$ cat src/reclose_pkg.sv
// Constants, types and register map of the breaker reclose sequencer.
// Assumes a 200 MHz mclk; all sequencer timers count a common tick.
package reclose_pkg;

  localparam int unsigned CLK_HZ          = 200_000_000;
  localparam int unsigned TICK_US         = 10;
  localparam int unsigned TICK_CYCLES     = (CLK_HZ / 1_000_000) * TICK_US;
  localparam int unsigned TICK_W          = 12;

  // AXI4-Lite byte addresses
  localparam logic [7:0] ADDR_CTRL        = 8'h00;
  localparam logic [7:0] ADDR_SHOTS       = 8'h04;
  localparam logic [7:0] ADDR_DEAD1       = 8'h08;
  localparam logic [7:0] ADDR_DEAD2       = 8'h0c;
  localparam logic [7:0] ADDR_DEAD3       = 8'h10;
  localparam logic [7:0] ADDR_DEAD4       = 8'h14;
  localparam logic [7:0] ADDR_RECLAIM     = 8'h18;
  localparam logic [7:0] ADDR_ENERGY      = 8'h1c;
  localparam logic [7:0] ADDR_STATUS      = 8'h20;

  // Control register fields
  localparam int unsigned CTRL_DT_ON_PROT = 0;
  localparam int unsigned CTRL_REMOTE_AUTO= 1;

  // Shot register fields
  localparam int unsigned SHOT_MAIN_LSB   = 0;
  localparam int unsigned SHOT_SEF_LSB    = 4;

  localparam logic [1:0] RESP_OKAY        = 2'b00;
  localparam logic [1:0] RESP_SLVERR      = 2'b10;

  localparam logic [2:0] SHOTS_MAX        = 3'h4;
  localparam logic [2:0] SHOTS_MIN        = 3'h1;
  localparam logic [2:0] MAIN_SHOTS_RST   = 3'h1;
  localparam logic [2:0] SEF_SHOTS_RST    = 3'h1;
  localparam logic [23:0] DEAD_RST        = 24'h00_0064;
  localparam logic [23:0] RECLAIM_RST     = 24'h00_03e8;
  localparam logic [23:0] ENERGY_RST      = 24'h00_01f4;

  typedef enum logic [2:0] {
    ST_IDLE    = 3'b000,
    ST_TRIPPED = 3'b001,
    ST_DEAD    = 3'b011,
    ST_CHECK   = 3'b010,
    ST_CLOSING = 3'b110,
    ST_RECLAIM = 3'b111,
    ST_LOCKOUT = 3'b101
  } seq_state_e;

  // Protection and external initiation inputs
  typedef struct packed {
    logic main_start;
    logic main_trip;
    logic sef_start;
    logic sef_trip;
    logic external_trip_initiate;
    logic external_start_initiate;
  } prot_in_s;

  // Breaker and system condition inputs
  typedef struct packed {
    logic breaker_closed;
    logic breaker_energy_ok;
    logic breaker_in_service;
    logic one_side_live;
    logic both_live_sync;
    logic dead_time_permit;
    logic dead_time_run_enable;
  } cb_in_s;

  // Mode and interlock inputs
  typedef struct packed {
    logic auto_mode_select_a;
    logic auto_mode_select_b;
    logic live_work_mode;
    logic remote_control_mode;
    logic reclose_block;
    logic lockout_reset;
    logic forced_restart;
    logic trip_test_request;
    logic skip_first_shot;
    logic reclaim_inhibit;
    logic delayed_reclose_complete;
  } mode_in_s;

  // Status outputs
  typedef struct packed {
    logic reclose_in_progress;
    logic delayed_reclose_in_progress;
    logic three_phase_close;
    logic trip_test_out;
    logic lockout;
    logic energy_alarm;
    logic in_service;
    logic block_inst_prot;
    logic [2:0] seq_count;
  } status_out_s;

endpackage

$ cat src/breaker_reclose_sequencer.sv
// Breaker auto-reclose sequencer with AXI4-Lite settings and status.
// Assumes all status inputs are asynchronous pins; one clock, no interrupt.
`timescale 1ns/10ps
`default_nettype none

module breaker_reclose_sequencer (
  // Clock and reset
  input  wire logic                         mclk,
  input  wire logic                         rst_n,
  // AXI4-Lite slave
  input  wire logic [7:0]                   s_axi_awaddr,
  input  wire logic                         s_axi_awvalid,
  output logic                              s_axi_awready,
  input  wire logic [31:0]                  s_axi_wdata,
  input  wire logic [3:0]                   s_axi_wstrb,
  input  wire logic                         s_axi_wvalid,
  output logic                              s_axi_wready,
  output logic [1:0]                        s_axi_bresp,
  output logic                              s_axi_bvalid,
  input  wire logic                         s_axi_bready,
  input  wire logic [7:0]                   s_axi_araddr,
  input  wire logic                         s_axi_arvalid,
  output logic                              s_axi_arready,
  output logic [31:0]                       s_axi_rdata,
  output logic [1:0]                        s_axi_rresp,
  output logic                              s_axi_rvalid,
  input  wire logic                         s_axi_rready,
  // Pin inputs
  input  wire reclose_pkg::prot_in_s        prot_in,
  input  wire reclose_pkg::cb_in_s          cb_in,
  input  wire reclose_pkg::mode_in_s        mode_in,
  // Status outputs
  output reclose_pkg::status_out_s          status_out
);

  localparam int unsigned PW = $bits(reclose_pkg::prot_in_s) + $bits(reclose_pkg::cb_in_s)
                               + $bits(reclose_pkg::mode_in_s);

  // Three-stage input synchroniser; a change counts once stages 2 and 3 agree
  logic [PW-1:0] s1_r, s2_r, s3_r, pin_r;
  always_ff @(posedge mclk) begin
    if (!rst_n) begin
      s1_r  <= '0;
      s2_r  <= '0;
      s3_r  <= '0;
      pin_r <= '0;
    end else begin
      s1_r <= {prot_in, cb_in, mode_in};
      s2_r <= s1_r;
      s3_r <= s2_r;
      for (int i = 0; i < PW; i++) begin
        if (s2_r[i] == s3_r[i]) begin
          pin_r[i] <= s3_r[i];
        end
      end
    end
  end

  reclose_pkg::prot_in_s pr;
  reclose_pkg::cb_in_s   cb;
  reclose_pkg::mode_in_s md;
  assign {pr, cb, md} = pin_r;

  // Settings registers
  logic [31:0] ctrl_r;
  logic [2:0]  main_shots_r, sef_shots_r;
  logic [23:0] dead_r [4];
  logic [23:0] reclaim_r, energy_r;

  function automatic logic [2:0] clamp_shots(input logic [3:0] v);
    if (v[2:0] < reclose_pkg::SHOTS_MIN || v > 4'(reclose_pkg::SHOTS_MAX)) begin
      clamp_shots = reclose_pkg::SHOTS_MIN;
    end else begin
      clamp_shots = v[2:0];
    end
  endfunction

  // AXI write channel
  logic [7:0]  awaddr_r;
  logic        aw_have_r, w_have_r;
  logic [31:0] wdata_r;
  logic        wr_do;
  assign wr_do = aw_have_r && w_have_r && !s_axi_bvalid;

  function automatic logic known_addr(input logic [7:0] a);
    known_addr = (a <= reclose_pkg::ADDR_STATUS) && (a[1:0] == 2'b00);
  endfunction

  always_ff @(posedge mclk) begin
    if (!rst_n) begin
      aw_have_r     <= 1'b0;
      w_have_r      <= 1'b0;
      awaddr_r      <= '0;
      wdata_r       <= '0;
      s_axi_awready <= 1'b0;
      s_axi_wready  <= 1'b0;
      s_axi_bvalid  <= 1'b0;
      s_axi_bresp   <= reclose_pkg::RESP_OKAY;
    end else begin
      s_axi_awready <= !aw_have_r && !s_axi_awready && s_axi_awvalid;
      s_axi_wready  <= !w_have_r && !s_axi_wready && s_axi_wvalid;
      if (s_axi_awvalid && s_axi_awready) begin
        aw_have_r <= 1'b1;
        awaddr_r  <= s_axi_awaddr;
      end
      if (s_axi_wvalid && s_axi_wready) begin
        w_have_r <= 1'b1;
        wdata_r  <= s_axi_wdata;
      end
      if (wr_do) begin
        aw_have_r    <= 1'b0;
        w_have_r     <= 1'b0;
        s_axi_bvalid <= 1'b1;
        s_axi_bresp  <= known_addr(awaddr_r) ? reclose_pkg::RESP_OKAY : reclose_pkg::RESP_SLVERR;
      end else if (s_axi_bready) begin
        s_axi_bvalid <= 1'b0;
      end
    end
  end

  // Settings, written whole-word; wstrb is ignored
  always_ff @(posedge mclk) begin
    if (!rst_n) begin
      ctrl_r       <= '0;
      main_shots_r <= reclose_pkg::MAIN_SHOTS_RST;
      sef_shots_r  <= reclose_pkg::SEF_SHOTS_RST;
      reclaim_r    <= reclose_pkg::RECLAIM_RST;
      energy_r     <= reclose_pkg::ENERGY_RST;
      for (int i = 0; i < 4; i++) begin
        dead_r[i] <= reclose_pkg::DEAD_RST;
      end
    end else if (wr_do) begin
      case (awaddr_r)
        reclose_pkg::ADDR_CTRL: ctrl_r <= wdata_r;
        reclose_pkg::ADDR_SHOTS: begin
          main_shots_r <= clamp_shots(wdata_r[reclose_pkg::SHOT_MAIN_LSB +: 4]);
          sef_shots_r  <= clamp_shots(wdata_r[reclose_pkg::SHOT_SEF_LSB +: 4]);
        end
        reclose_pkg::ADDR_DEAD1: dead_r[0] <= wdata_r[23:0];
        reclose_pkg::ADDR_DEAD2: dead_r[1] <= wdata_r[23:0];
        reclose_pkg::ADDR_DEAD3: dead_r[2] <= wdata_r[23:0];
        reclose_pkg::ADDR_DEAD4: dead_r[3] <= wdata_r[23:0];
        reclose_pkg::ADDR_RECLAIM: reclaim_r <= wdata_r[23:0];
        reclose_pkg::ADDR_ENERGY: energy_r <= wdata_r[23:0];
        default: ;
      endcase
    end
  end

  // Common timer tick
  logic [reclose_pkg::TICK_W-1:0] pre_r;
  logic                           tick_r;
  always_ff @(posedge mclk) begin
    if (!rst_n) begin
      pre_r  <= '0;
      tick_r <= 1'b0;
    end else begin
      tick_r <= (pre_r == reclose_pkg::TICK_W'(reclose_pkg::TICK_CYCLES - 1));
      pre_r  <= (pre_r == reclose_pkg::TICK_W'(reclose_pkg::TICK_CYCLES - 1)) ? '0 : pre_r + 1'b1;
    end
  end

  // Mode decode
  logic live_work, auto_mode, prot_op, sef_seq_r, skip_d_r, test_d_r;
  assign live_work = md.live_work_mode;
  assign auto_mode = !live_work && (md.remote_control_mode
                     ? ctrl_r[reclose_pkg::CTRL_REMOTE_AUTO]
                     : (md.auto_mode_select_a || md.auto_mode_select_b));
  assign prot_op   = pr.main_trip || pr.sef_trip || pr.main_start || pr.sef_start
                     || pr.external_trip_initiate || pr.external_start_initiate;

  // Sequencer
  reclose_pkg::seq_state_e st_r;
  logic [2:0]  cnt_r;
  logic [23:0] tmr_r;
  logic        primed_r, reclaim_hold_r, dar_done_r, lock_cause_r;
  logic [2:0]  shots;
  logic        dt_src_ok, sys_ok, prime_now;
  assign shots     = sef_seq_r ? sef_shots_r : main_shots_r;
  assign dt_src_ok = ctrl_r[reclose_pkg::CTRL_DT_ON_PROT] ? !prot_op : !cb.breaker_closed;
  assign sys_ok    = cb.one_side_live || cb.both_live_sync;
  assign prime_now = !cb.breaker_closed && !prot_op && cb.dead_time_permit;
  assign lock_cause_r = md.reclose_block || prot_op;

  always_ff @(posedge mclk) begin
    if (!rst_n) begin
      st_r           <= reclose_pkg::ST_IDLE;
      cnt_r          <= '0;
      tmr_r          <= '0;
      primed_r       <= 1'b0;
      reclaim_hold_r <= 1'b0;
      dar_done_r     <= 1'b0;
      sef_seq_r      <= 1'b0;
      skip_d_r       <= 1'b0;
      status_out     <= '0;
    end else begin
      skip_d_r <= md.skip_first_shot;
      status_out.trip_test_out <= md.trip_test_request && !test_d_r;
      if (md.skip_first_shot && !skip_d_r && cnt_r < reclose_pkg::SHOTS_MAX) begin
        cnt_r <= cnt_r + 1'b1;
      end
      if (md.reclose_block && st_r != reclose_pkg::ST_LOCKOUT) begin
        st_r <= reclose_pkg::ST_LOCKOUT;
        tmr_r <= '0;
        // A pending close must not outlive the sequence
        status_out.three_phase_close <= 1'b0;
      end else begin
        case (st_r)
          reclose_pkg::ST_IDLE: begin
            if (prot_op && auto_mode
                && (cb.breaker_in_service || md.forced_restart)) begin
              sef_seq_r  <= pr.sef_trip || pr.sef_start;
              st_r       <= reclose_pkg::ST_TRIPPED;
              primed_r   <= 1'b0;
              dar_done_r <= 1'b0;
              cnt_r      <= cnt_r + 1'b1;
            end
          end
          reclose_pkg::ST_TRIPPED: begin
            if (prime_now) begin
              primed_r <= 1'b1;
            end
            if ((primed_r || prime_now) && dt_src_ok) begin
              st_r  <= reclose_pkg::ST_DEAD;
              tmr_r <= '0;
            end
          end
          reclose_pkg::ST_DEAD: begin
            if (!cb.dead_time_run_enable) begin
              tmr_r <= '0;
            end else if (tmr_r >= dead_r[2'(cnt_r - 1'b1)]) begin
              st_r  <= reclose_pkg::ST_CHECK;
              tmr_r <= '0;
            end else if (tick_r) begin
              tmr_r <= tmr_r + 1'b1;
            end
          end
          reclose_pkg::ST_CHECK: begin
            if (cb.breaker_energy_ok && sys_ok) begin
              st_r <= reclose_pkg::ST_CLOSING;
              status_out.three_phase_close <= 1'b1;
            end else if (!cb.breaker_energy_ok && tmr_r >= energy_r) begin
              st_r <= reclose_pkg::ST_LOCKOUT;
              status_out.energy_alarm <= 1'b1;
            end else if (tick_r) begin
              tmr_r <= tmr_r + 1'b1;
            end
          end
          reclose_pkg::ST_CLOSING: begin
            if (cb.breaker_closed) begin
              status_out.three_phase_close <= 1'b0;
              st_r           <= reclose_pkg::ST_RECLAIM;
              tmr_r          <= '0;
              reclaim_hold_r <= md.reclaim_inhibit;
            end
          end
          reclose_pkg::ST_RECLAIM: begin
            if (prot_op) begin
              if (cnt_r >= shots) begin
                st_r <= reclose_pkg::ST_LOCKOUT;
              end else begin
                st_r     <= reclose_pkg::ST_TRIPPED;
                primed_r <= 1'b0;
                cnt_r    <= cnt_r + 1'b1;
              end
            end else if (tmr_r >= reclaim_r) begin
              st_r  <= reclose_pkg::ST_IDLE;
              cnt_r <= '0;
            end else if (tick_r && !reclaim_hold_r) begin
              tmr_r <= tmr_r + 1'b1;
            end
          end
          reclose_pkg::ST_LOCKOUT: begin
            if (md.lockout_reset && !lock_cause_r) begin
              st_r  <= reclose_pkg::ST_IDLE;
              cnt_r <= '0;
              status_out.energy_alarm <= 1'b0;
            end
          end
          default: st_r <= reclose_pkg::ST_IDLE;
        endcase
      end
      if (md.delayed_reclose_complete && st_r != reclose_pkg::ST_IDLE) begin
        dar_done_r <= 1'b1;
      end
      status_out.seq_count <= cnt_r;
      status_out.lockout   <= (st_r == reclose_pkg::ST_LOCKOUT);
      status_out.in_service <= auto_mode;
      status_out.block_inst_prot <= auto_mode && !live_work && cnt_r != '0;
      status_out.reclose_in_progress <= st_r != reclose_pkg::ST_IDLE
                                        && st_r != reclose_pkg::ST_LOCKOUT;
      status_out.delayed_reclose_in_progress <= st_r != reclose_pkg::ST_IDLE
                                        && st_r != reclose_pkg::ST_LOCKOUT && !dar_done_r;
    end
  end

  always_ff @(posedge mclk) begin
    if (!rst_n) begin
      test_d_r <= 1'b0;
    end else begin
      test_d_r <= md.trip_test_request;
    end
  end

  // AXI read channel
  logic [31:0] rd_val;
  always_comb begin
    rd_val = '0;
    case (s_axi_araddr)
      reclose_pkg::ADDR_CTRL:    rd_val = ctrl_r;
      reclose_pkg::ADDR_SHOTS:   rd_val = {24'h00_0000, 1'b0, sef_shots_r, 1'b0, main_shots_r};
      reclose_pkg::ADDR_DEAD1:   rd_val = {8'h00, dead_r[0]};
      reclose_pkg::ADDR_DEAD2:   rd_val = {8'h00, dead_r[1]};
      reclose_pkg::ADDR_DEAD3:   rd_val = {8'h00, dead_r[2]};
      reclose_pkg::ADDR_DEAD4:   rd_val = {8'h00, dead_r[3]};
      reclose_pkg::ADDR_RECLAIM: rd_val = {8'h00, reclaim_r};
      reclose_pkg::ADDR_ENERGY:  rd_val = {8'h00, energy_r};
      reclose_pkg::ADDR_STATUS:  rd_val = {17'h0_0000, primed_r, 3'(st_r), 11'(status_out)};
      default:                   rd_val = '0;
    endcase
  end

  always_ff @(posedge mclk) begin
    if (!rst_n) begin
      s_axi_arready <= 1'b0;
      s_axi_rvalid  <= 1'b0;
      s_axi_rdata   <= '0;
      s_axi_rresp   <= reclose_pkg::RESP_OKAY;
    end else begin
      s_axi_arready <= s_axi_arvalid && !s_axi_arready && !s_axi_rvalid;
      if (s_axi_arvalid && s_axi_arready) begin
        s_axi_rvalid <= 1'b1;
        s_axi_rdata  <= rd_val;
        s_axi_rresp  <= known_addr(s_axi_araddr) ? reclose_pkg::RESP_OKAY : reclose_pkg::RESP_SLVERR;
      end else if (s_axi_rready) begin
        s_axi_rvalid <= 1'b0;
      end
    end
  end

  // Assertions
  property p_block_lock;
    @(posedge mclk) disable iff (!rst_n)
      md.reclose_block |=> st_r == reclose_pkg::ST_LOCKOUT;
  endproperty
  a_block_lock: assert property (p_block_lock) else $error("block did not lock out");

  property p_close_ok;
    @(posedge mclk) disable iff (!rst_n)
      $rose(status_out.three_phase_close) |-> $past(sys_ok) && $past(cb.breaker_energy_ok);
  endproperty
  a_close_ok: assert property (p_close_ok) else $error("close without checks");

  property p_live_work;
    @(posedge mclk) disable iff (!rst_n)
      live_work |=> !status_out.in_service && !status_out.block_inst_prot;
  endproperty
  a_live_work: assert property (p_live_work) else $error("live work not honoured");

  property p_dead_hold;
    @(posedge mclk) disable iff (!rst_n)
      st_r == reclose_pkg::ST_DEAD && !cb.dead_time_run_enable |=> tmr_r == '0;
  endproperty
  a_dead_hold: assert property (p_dead_hold) else $error("dead timer ran while disabled");

  property p_reset_gate;
    @(posedge mclk) disable iff (!rst_n)
      st_r == reclose_pkg::ST_LOCKOUT && lock_cause_r && !md.reclose_block
        |=> st_r == reclose_pkg::ST_LOCKOUT;
  endproperty
  a_reset_gate: assert property (p_reset_gate) else $error("lockout left with cause");

  property p_prog;
    @(posedge mclk) disable iff (!rst_n)
      status_out.delayed_reclose_in_progress |-> status_out.reclose_in_progress;
  endproperty
  a_prog: assert property (p_prog) else $error("delayed flag without progress");

  property p_energy;
    @(posedge mclk) disable iff (!rst_n)
      $rose(status_out.energy_alarm) |-> $past(tmr_r) >= $past(energy_r);
  endproperty
  a_energy: assert property (p_energy) else $error("energy lockout too early");

  property p_test;
    @(posedge mclk) disable iff (!rst_n)
      status_out.trip_test_out |=> !status_out.trip_test_out;
  endproperty
  a_test: assert property (p_test) else $error("trip test not a pulse");

endmodule
`default_nettype wire

$ cat config.mk
export PLATFORM = sky130hd
export DESIGN_NAME = breaker_reclose_sequencer
export DESIGN_NICKNAME = d
export VERILOG_FILES = /design/src/reclose_pkg.sv /design/src/breaker_reclose_sequencer.sv
export SDC_FILE = /design/constraint.sdc
export NUM_CORES = 1
export LEC_CHECK = 0
export ABC_CLOCK_PERIOD_IN_PS = 3900
export BUFFER_PORTS_ARGS = -buffer_cell sky130_fd_sc_hd__buf_2
export CAP_MARGIN = 40
export CORE_ASPECT_RATIO = 1.75
export CORE_UTILIZATION = 55
export CTS_BUF_LIST = sky130_fd_sc_hd__clkbuf_8 sky130_fd_sc_hd__clkbuf_16
export DETAILED_ROUTE_END_ITERATION = 10
export PLACE_DENSITY = 0.81
export SYNTH_ARGS = -nofsm -noshare
export SYNTH_HDL_FRONTEND = slang
export SYNTH_SLANG_ARGS = --single-unit
export TNS_END_PERCENT = 50
$ cat constraint.sdc
create_clock -name mclk -period 3.9 [get_ports mclk]
set_clock_uncertainty 0.15 [all_clocks]
set_input_delay 0.78 -clock mclk [delete_from_list [all_inputs] [get_ports mclk]]
set_output_delay 0.78 -clock mclk [all_outputs]
set_load 0.1 [all_outputs]
==> impl_metrics.toml, run 1 <==
[outcome]
outcome = "finished clean"

[die]
rows = 89
die_y_um = 246
fp.dieW_um = 141
dieArea_um2 = 34800
initial_utilization_pct = 55.6
coreArea_um2 = 33600
io_pins = 135

[power]
power_frac_clock_pct = 40.3
p_comb_share_pct = 10.0
switching_share_pct = 25.4
power_density_nw_per_um2 = 437
p_int_mw = 6.95
p_seq_share_pct = 49.6
p_switching_mw = 2.36
p_total_mw = 9.32
peakVddDrop_mv = 0.568
leakagePower_nw = 7.98

[clock_network]
clock_latency_ps = 550
ctsHoldBuffers = 0
cts-root-buf = "clkbuf_16"
path_clk_slew_ps = 60
h-tree-depth = 2
cts_max_path_buffers = 3
tritoncts = "yes"
cts_sinks = 419
cts_buffers = 37

[synthesis]
ys_top_cells_by_area = "dfxtp_1 35%, edfxtp_1 15%, nand2_1 6.3%"
ys.flop_type = "dfxtp_1"
yosysMostFrequentCell = "dfxtp_1"
seq_area_frac_synth_pct = 50.0
synthArstFlopShare_pct = 0
netlist_instances = 2009
ys_types = 82
netlist_area_um2 = 18700
synth_top_area_share_pct = 34.6
yosys.area_share.adder_pct = 5.28
synth_top_family_by_area = "simple AND/OR/NAND/NOR gates"
synth_edf_count = 96
synth_simple_gate_area_share_pct = 19.6
synth_xor_area_share_pct = 0.468
yosysTopAreaCell = "dfxtp_1"
ys_seq_elements = 419
yosys-top-cells-count = "323 x dfxtp_1, 312 x nand2_1, 212 x a21oi_1, 164 x and2_1, 100 x clkbuf_1"
muxShareOfSynthArea_pct = 3.16
synth_warnings = 0
avgSynthCellArea_um2 = 9.31
synth_compound_area_share_pct = 17.2

[place]
hpwl_um = 37700
place_congestion = 0.987
io_buffer_count = 128
place_ws_ps = 17.8
placed_area_um2 = 19900
dp_cells = 2523

[worst_setup_path]
reg2reg_to = "tmr_r[12]$_SDFFE_PP0P_"
r2r_setup_slack_ps = 110
arrival_ps = 4120
r2r_start = "cnt_r[0]$_SDFF_PN0_"
crit_required_ps = 4220
r2r_cells = 16
cp-end-kind = "register"
crit_type = "register to register"
crit_path_max_fanout = 8
start_kind = "register"

[route]
dr.pass1.iters = 6
viasPerCell = 6.24
vias = 16200
first_iter_violations = 1415
route.detailed.wl_per_inst_um = 21.9
drc = 0
routed_wirelength_um = 56900
ant_nets = 0

[layout]
nFillCells = 2782
drive_above_1_share_pct = 14.2
design_area_um2 = 21300
syn_to_final_growth_pct = 14.1
nNetsFinal = 2275
fin_util_pct = 63.5
final_cells = 2598

[timing]
tns_ps = 0
worst_slew_pin_slew_ps = 968
fin_crit_sh_pct = 97.3
worst_slack_ps = 106
hold_violations = 0
slew_viol_final = 0
fmax_mhz = 264
period_minus_slack_ps = 3790
setup_viol = 0
slew_headroom_pct = 35.5
holdWs_ps = 245

[min_path]
holdCritPathClass = "register to register"
min_from = "test_d_r$_SDFF_PN0_"
hold_depth = 1
min_to = "status_out[7]$_SDFF_PN0_"

[global_route]
grt_util_all_layers_pct = 32.7
overflow = 0
grt_first_pass_wirelength_um = 85900
antenna_found_initial = 2
grt_max_degree = 163
grt_pass1_vias = 15800

[job]
cap_violations = 0
final cells by class:
type                       count  area (um2)  area share [%]
antenna                        2        5.00          0.0235
clock buffer                  41         992            4.65
clock inverter                26         240            1.13
inverter                      91         347            1.62
multi-input combinational   1383        8650            40.5
sequential                   419        9350            43.8
tap                          455         569            2.67
timing repair buffer         181        1180            5.55
kinds of logic after synthesis:
logic type | after synthesis
buffers and inverters | 208
other | 1
xor gates and xnor gates | 10
and+or+nand+nor | 753
AOI/OAI and AO/OA | 510
DFF | 419
adders and majority gates | 79
muxes | 29
timing repair:
| item | 4_1_cts | 5_1_grt |
|---|---|---|
| pin swaps | 2 | 11 |
| gates cloned | 1 | 2 |
| buffers inserted | 1 | 2 |
| endpoints found under the setup margin | 7 | 22 |
| resized for setup | 4 | 13 |
how the worst max path moves through the flow:
stage                               from                          to  slack [ps]  cells past startpoint
2_1_floorplan  s_axi_bvalid$_SDFFE_PN0P_  dead_r[0][0]$_SDFFCE_PN0P_        -200                      4
3_3_place_gp         cnt_r[0]$_SDFF_PN0_      tmr_r[22]$_SDFFE_PP0P_          90                     14
3_5_place_dp         cnt_r[0]$_SDFF_PN0_      tmr_r[22]$_SDFFE_PP0P_          20                     14
4_1_cts              cnt_r[0]$_SDFF_PN0_      tmr_r[17]$_SDFFE_PP0P_          60                     15
5_1_grt              cnt_r[0]$_SDFF_PN0_      tmr_r[22]$_SDFFE_PP0P_       -0.02                     15
6_report             cnt_r[0]$_SDFF_PN0_      tmr_r[12]$_SDFFE_PP0P_         110                     16
worst max-delay path: stages, from the launching register on:
cell and delay [ps]:
dfxtp_4 360, inv_2 60, ha_4 360, buf_12 180, mux4_2 320, inv_1 90
ha_1 240, nor2b_1 130, o211ai_1 150, a31oi_1 130, o311a_1 380, o31a_1 420
a21oi_4 290, buf_12 160, buf_4 110, o211ai_1 70, nand3_1 110
registers in the layout, summed over array words and instances, names as in the netlist, 8 cells and up:
signal / cells
dead_r: 96
ctrl_r: 32
s_axi_rdata: 32
wdata_r: 32
energy_r: 24
pin_r: 24
reclaim_r: 24
s1_r: 24
s2_r: 24
s3_r: 24
tmr_r: 24
pre_r: 12
status_out: 11
awaddr_r: 8
power by group through the flow:
| stage | combinational (mW) | clock (mW) | sequential (mW) |
|---|---|---|---|
| 2_1_floorplan | 0.566 | 0 | 4.75 |
| 3_3_place_gp | 0.857 | 0 | 4.72 |
| 3_5_place_dp | 0.875 | 0 | 4.72 |
| 4_1_cts | 0.893 | 3.79 | 4.62 |
| 5_1_grt | 1.00 | 3.94 | 4.63 |
| 6_report | 0.935 | 3.76 | 4.63 |
routing by layer:
layer	up-vias	global-route usage [%]	routed length [um]
li1	7356	-	-
met1	7694	33.3	19100
met2	864	57.1	28000
met3	299	5.60	4370
met4	0	29.2	5400
met5	-	0	0
layout by cell type, fill, tap and decap left out, types with 5 or more instances in the layout:
cell type	synthesis	final
a211oi_1	12	10
a21o_1	9	9
a21oi_1	212	212
a221oi_1	15	15
a222oi_1	15	15
a22o_1	16	16
a22oi_1	47	47
a31oi_1	40	40
and2_1	164	164
and3_1	12	12
buf_2	6	128
buf_4	4	44
clkbuf_16	0	40
clkinv_1	1	5
clkinv_2	0	6
dfxtp_1	323	321
edfxtp_1	96	96
ha_1	79	77
inv_1	90	93
mux4_2	24	24
nand2_1	312	311
nand2b_1	9	9
nand3_1	45	45
nand4_1	18	18
nor2_1	99	94
nor2_2	0	5
nor2b_1	7	7
nor3_1	32	27
nor3_2	1	6
nor4_1	9	9
o211ai_1	21	21
o21ai_0	64	59
o21ai_1	9	9
o21ai_2	0	5
o31ai_1	8	8
or3_1	21	21
xor2_1	7	7
(Power assumes the default switching activity.)
==> run 2, diff against run 1 <==
- ABC_CLOCK_PERIOD_IN_PS: 3900 -> 3250
- CORE_MARGIN: default -> 5
- clock period: 3.9 -> 3.25 ns (I/O delays scaled with it)
==> impl_metrics.toml, run 2 (synthesis gave the netlist of run 1 again) <==
[outcome]
outcome = "finished, violations left"
violations = "setup timing"

[global_route]
grt_first_pass_wirelength_um = 89100
grt_max_degree = 101
overflow = 0
antenna_found_initial = 0
grt_util_all_layers_pct = 30.4
grt_pass1_vias = 16500

[layout]
nNetsFinal = 2326
layout_commonest_cell = "dfxtp_1"
multiInputGateArea_um2 = 8860
final_cells = 2648
diodes = 0
seqCellArea_um2 = 9350
top_register = "dead_r"
final_cell_mix = "321 x dfxtp_1, 310 x nand2_1, 209 x a21oi_1"
design_area_um2 = 22000
fin_util_pct = 65.4
syn_to_final_growth_pct = 17.5
drive_above_1_share_pct = 17.9
nFillCells = 2674
largest_reg_flops = 96

[timing]
slew_viol_final = 0
worst_slew_pin_slew_ps = 841
setup_viol = 27
period_minus_slack_ps = 3740
slew_headroom_pct = 43.6
worst_slack_ps = -489
fmax_mhz = 267
fin_crit_sh_pct = 115
hold_violations = 0
rsz0062_at_grt = "yes"

[clock_network]
clock_latency_ps = 560
h-tree-depth = 2
cts_buffers = 38
cts-root-buf = "clkbuf_16"
ctsHoldBuffers = 0
cts_max_path_buffers = 3
tritoncts = "yes"
path_clk_slew_ps = 60
cts_sinks = 419

[worst_setup_path]
cp-endpoint = "tmr_r[1]$_SDFFE_PP0P_"
path_cells = "inv_6, ha_4, buf_16, buf_4, buf_4, mux4_2, inv_1, ha_4, a21oi_2, a21boi_0, o311a_1, o31a_1, a21o_1, o31ai_2, a32o_1"
cp_slowest_cell = "o31a_1"
crit_required_ps = 3580
cp_top_family = "compound AO/OA/AOI/OAI gates"
crit_type = "register to register"
crit_path_max_fanout = 6
start_kind = "register"
path_depth = 15
r2r_cells = 15
critPathLaunch = "cnt_r[0]$_SDFF_PN0_"
arrival_ps = 4070
r2r_start = "cnt_r[0]$_SDFF_PN0_"
cp_num_buf_inv = 5
max_stage_delay_ps = 410
reg2reg_to = "tmr_r[1]$_SDFFE_PP0P_"
cp-end-kind = "register"
r2r_setup_slack_ps = -490

[route]
route.detailed.wl_per_inst_um = 22.3
drc = 0
ant_nets = 0
vias = 16400
first_iter_violations = 1770
routed_wirelength_um = 59000
dr.pass1.iters = 6
viasPerCell = 6.18

[place]
place_congestion = 0.943
hpwl_um = 40300
placed_area_um2 = 20400
dp_cells = 2573
io_buffer_count = 128

[power]
leakagePower_nw = 8.24
power_density_nw_per_um2 = 512
peakVddDrop_mv = 0.500

[die]
io_pins = 135
die_y_um = 254
dieArea_um2 = 38000
fp.dieW_um = 149
coreArea_um2 = 33600
rows = 89
initial_utilization_pct = 55.6

[min_path]
holdCritPathClass = "input pin to register"

[job]
cap_violations = 0
run 2: timing repair:
item,in CTS,in global routing
buffers inserted,1,4
pin swaps,10,18
endpoints found under the setup margin,27,27
gates resized for setup,18,35
gates cloned,1,0
run 2: worst min path at each step:
stage	start	end	slack, ps	cells past startpoint
floorplan	test_d_r$_SDFF_PN0_	status_out[7]$_SDFF_PN0_	220	1
detailed placement	test_d_r$_SDFF_PN0_	status_out[7]$_SDFF_PN0_	270	1
finish	cb_in[0]	s1_r[11]$_SDFF_PN0_	150	2
global route	mode_in[4]	s1_r[4]$_SDFF_PN0_	140	2
global placement	test_d_r$_SDFF_PN0_	status_out[7]$_SDFF_PN0_	220	1
CTS	mode_in[4]	s1_r[4]$_SDFF_PN0_	130	2
run 2: power by group:
part	total (mW)	leakage [nW]	internal [mW]	switching [mW]
Sequential	5.55	3.57	5.44	0.111
Combinational	1.20	4.02	0.417	0.784
Clock	4.51	0.647	2.47	2.03
Total	11.3	8.24	8.33	2.93
run 2: worst register-to-register path, delay by kind of cell (launching register included):
| kind | cells | cell delay [ps] |
|---|---|---|
| AO/OA/AOI/OAI | 7 | 1730 |
| adder cells (fa/ha/maj) | 2 | 590 |
| buffers and inverters | 5 | 530 |
| flip-flops | 1 | 380 |
| multiplexers | 1 | 290 |
run 2: metal layers:
metal	part of all wire, %	routed length (um)	vias up	global-route usage (%)
met3	7.9	4660	307	4.67
met2	49	28800	894	51.4
met1	33	19500	7733	32.8
li1	-	-	7443	-
met5	0	0	-	0
met4	10	5970	0	26.5
run 2: stage by stage:
step                setup TNS [ps]  worst slack [ps]  power (mW)  hold WS (ps)
global placement             -6960              -371        6.75           221
finish                      -10950              -489        11.3           148
global route                -13320              -580        11.6           141
floorplan                    -8570              -266        6.39           217
detailed placement           -8430              -436        6.77           266
CTS                          -9080              -427        11.2           129
run 2: final cells by class:
| cell class | count | area share, % |
|---|---|---|
| flip-flops and latches | 419 | 42.5 |
| multi-input cells | 1383 | 40.3 |
| repair buffers | 231 | 7.26 |
| clock buffers | 44 | 4.70 |
| well taps | 455 | 2.59 |
| inverters | 91 | 1.60 |
| clock inverters | 25 | 1.01 |
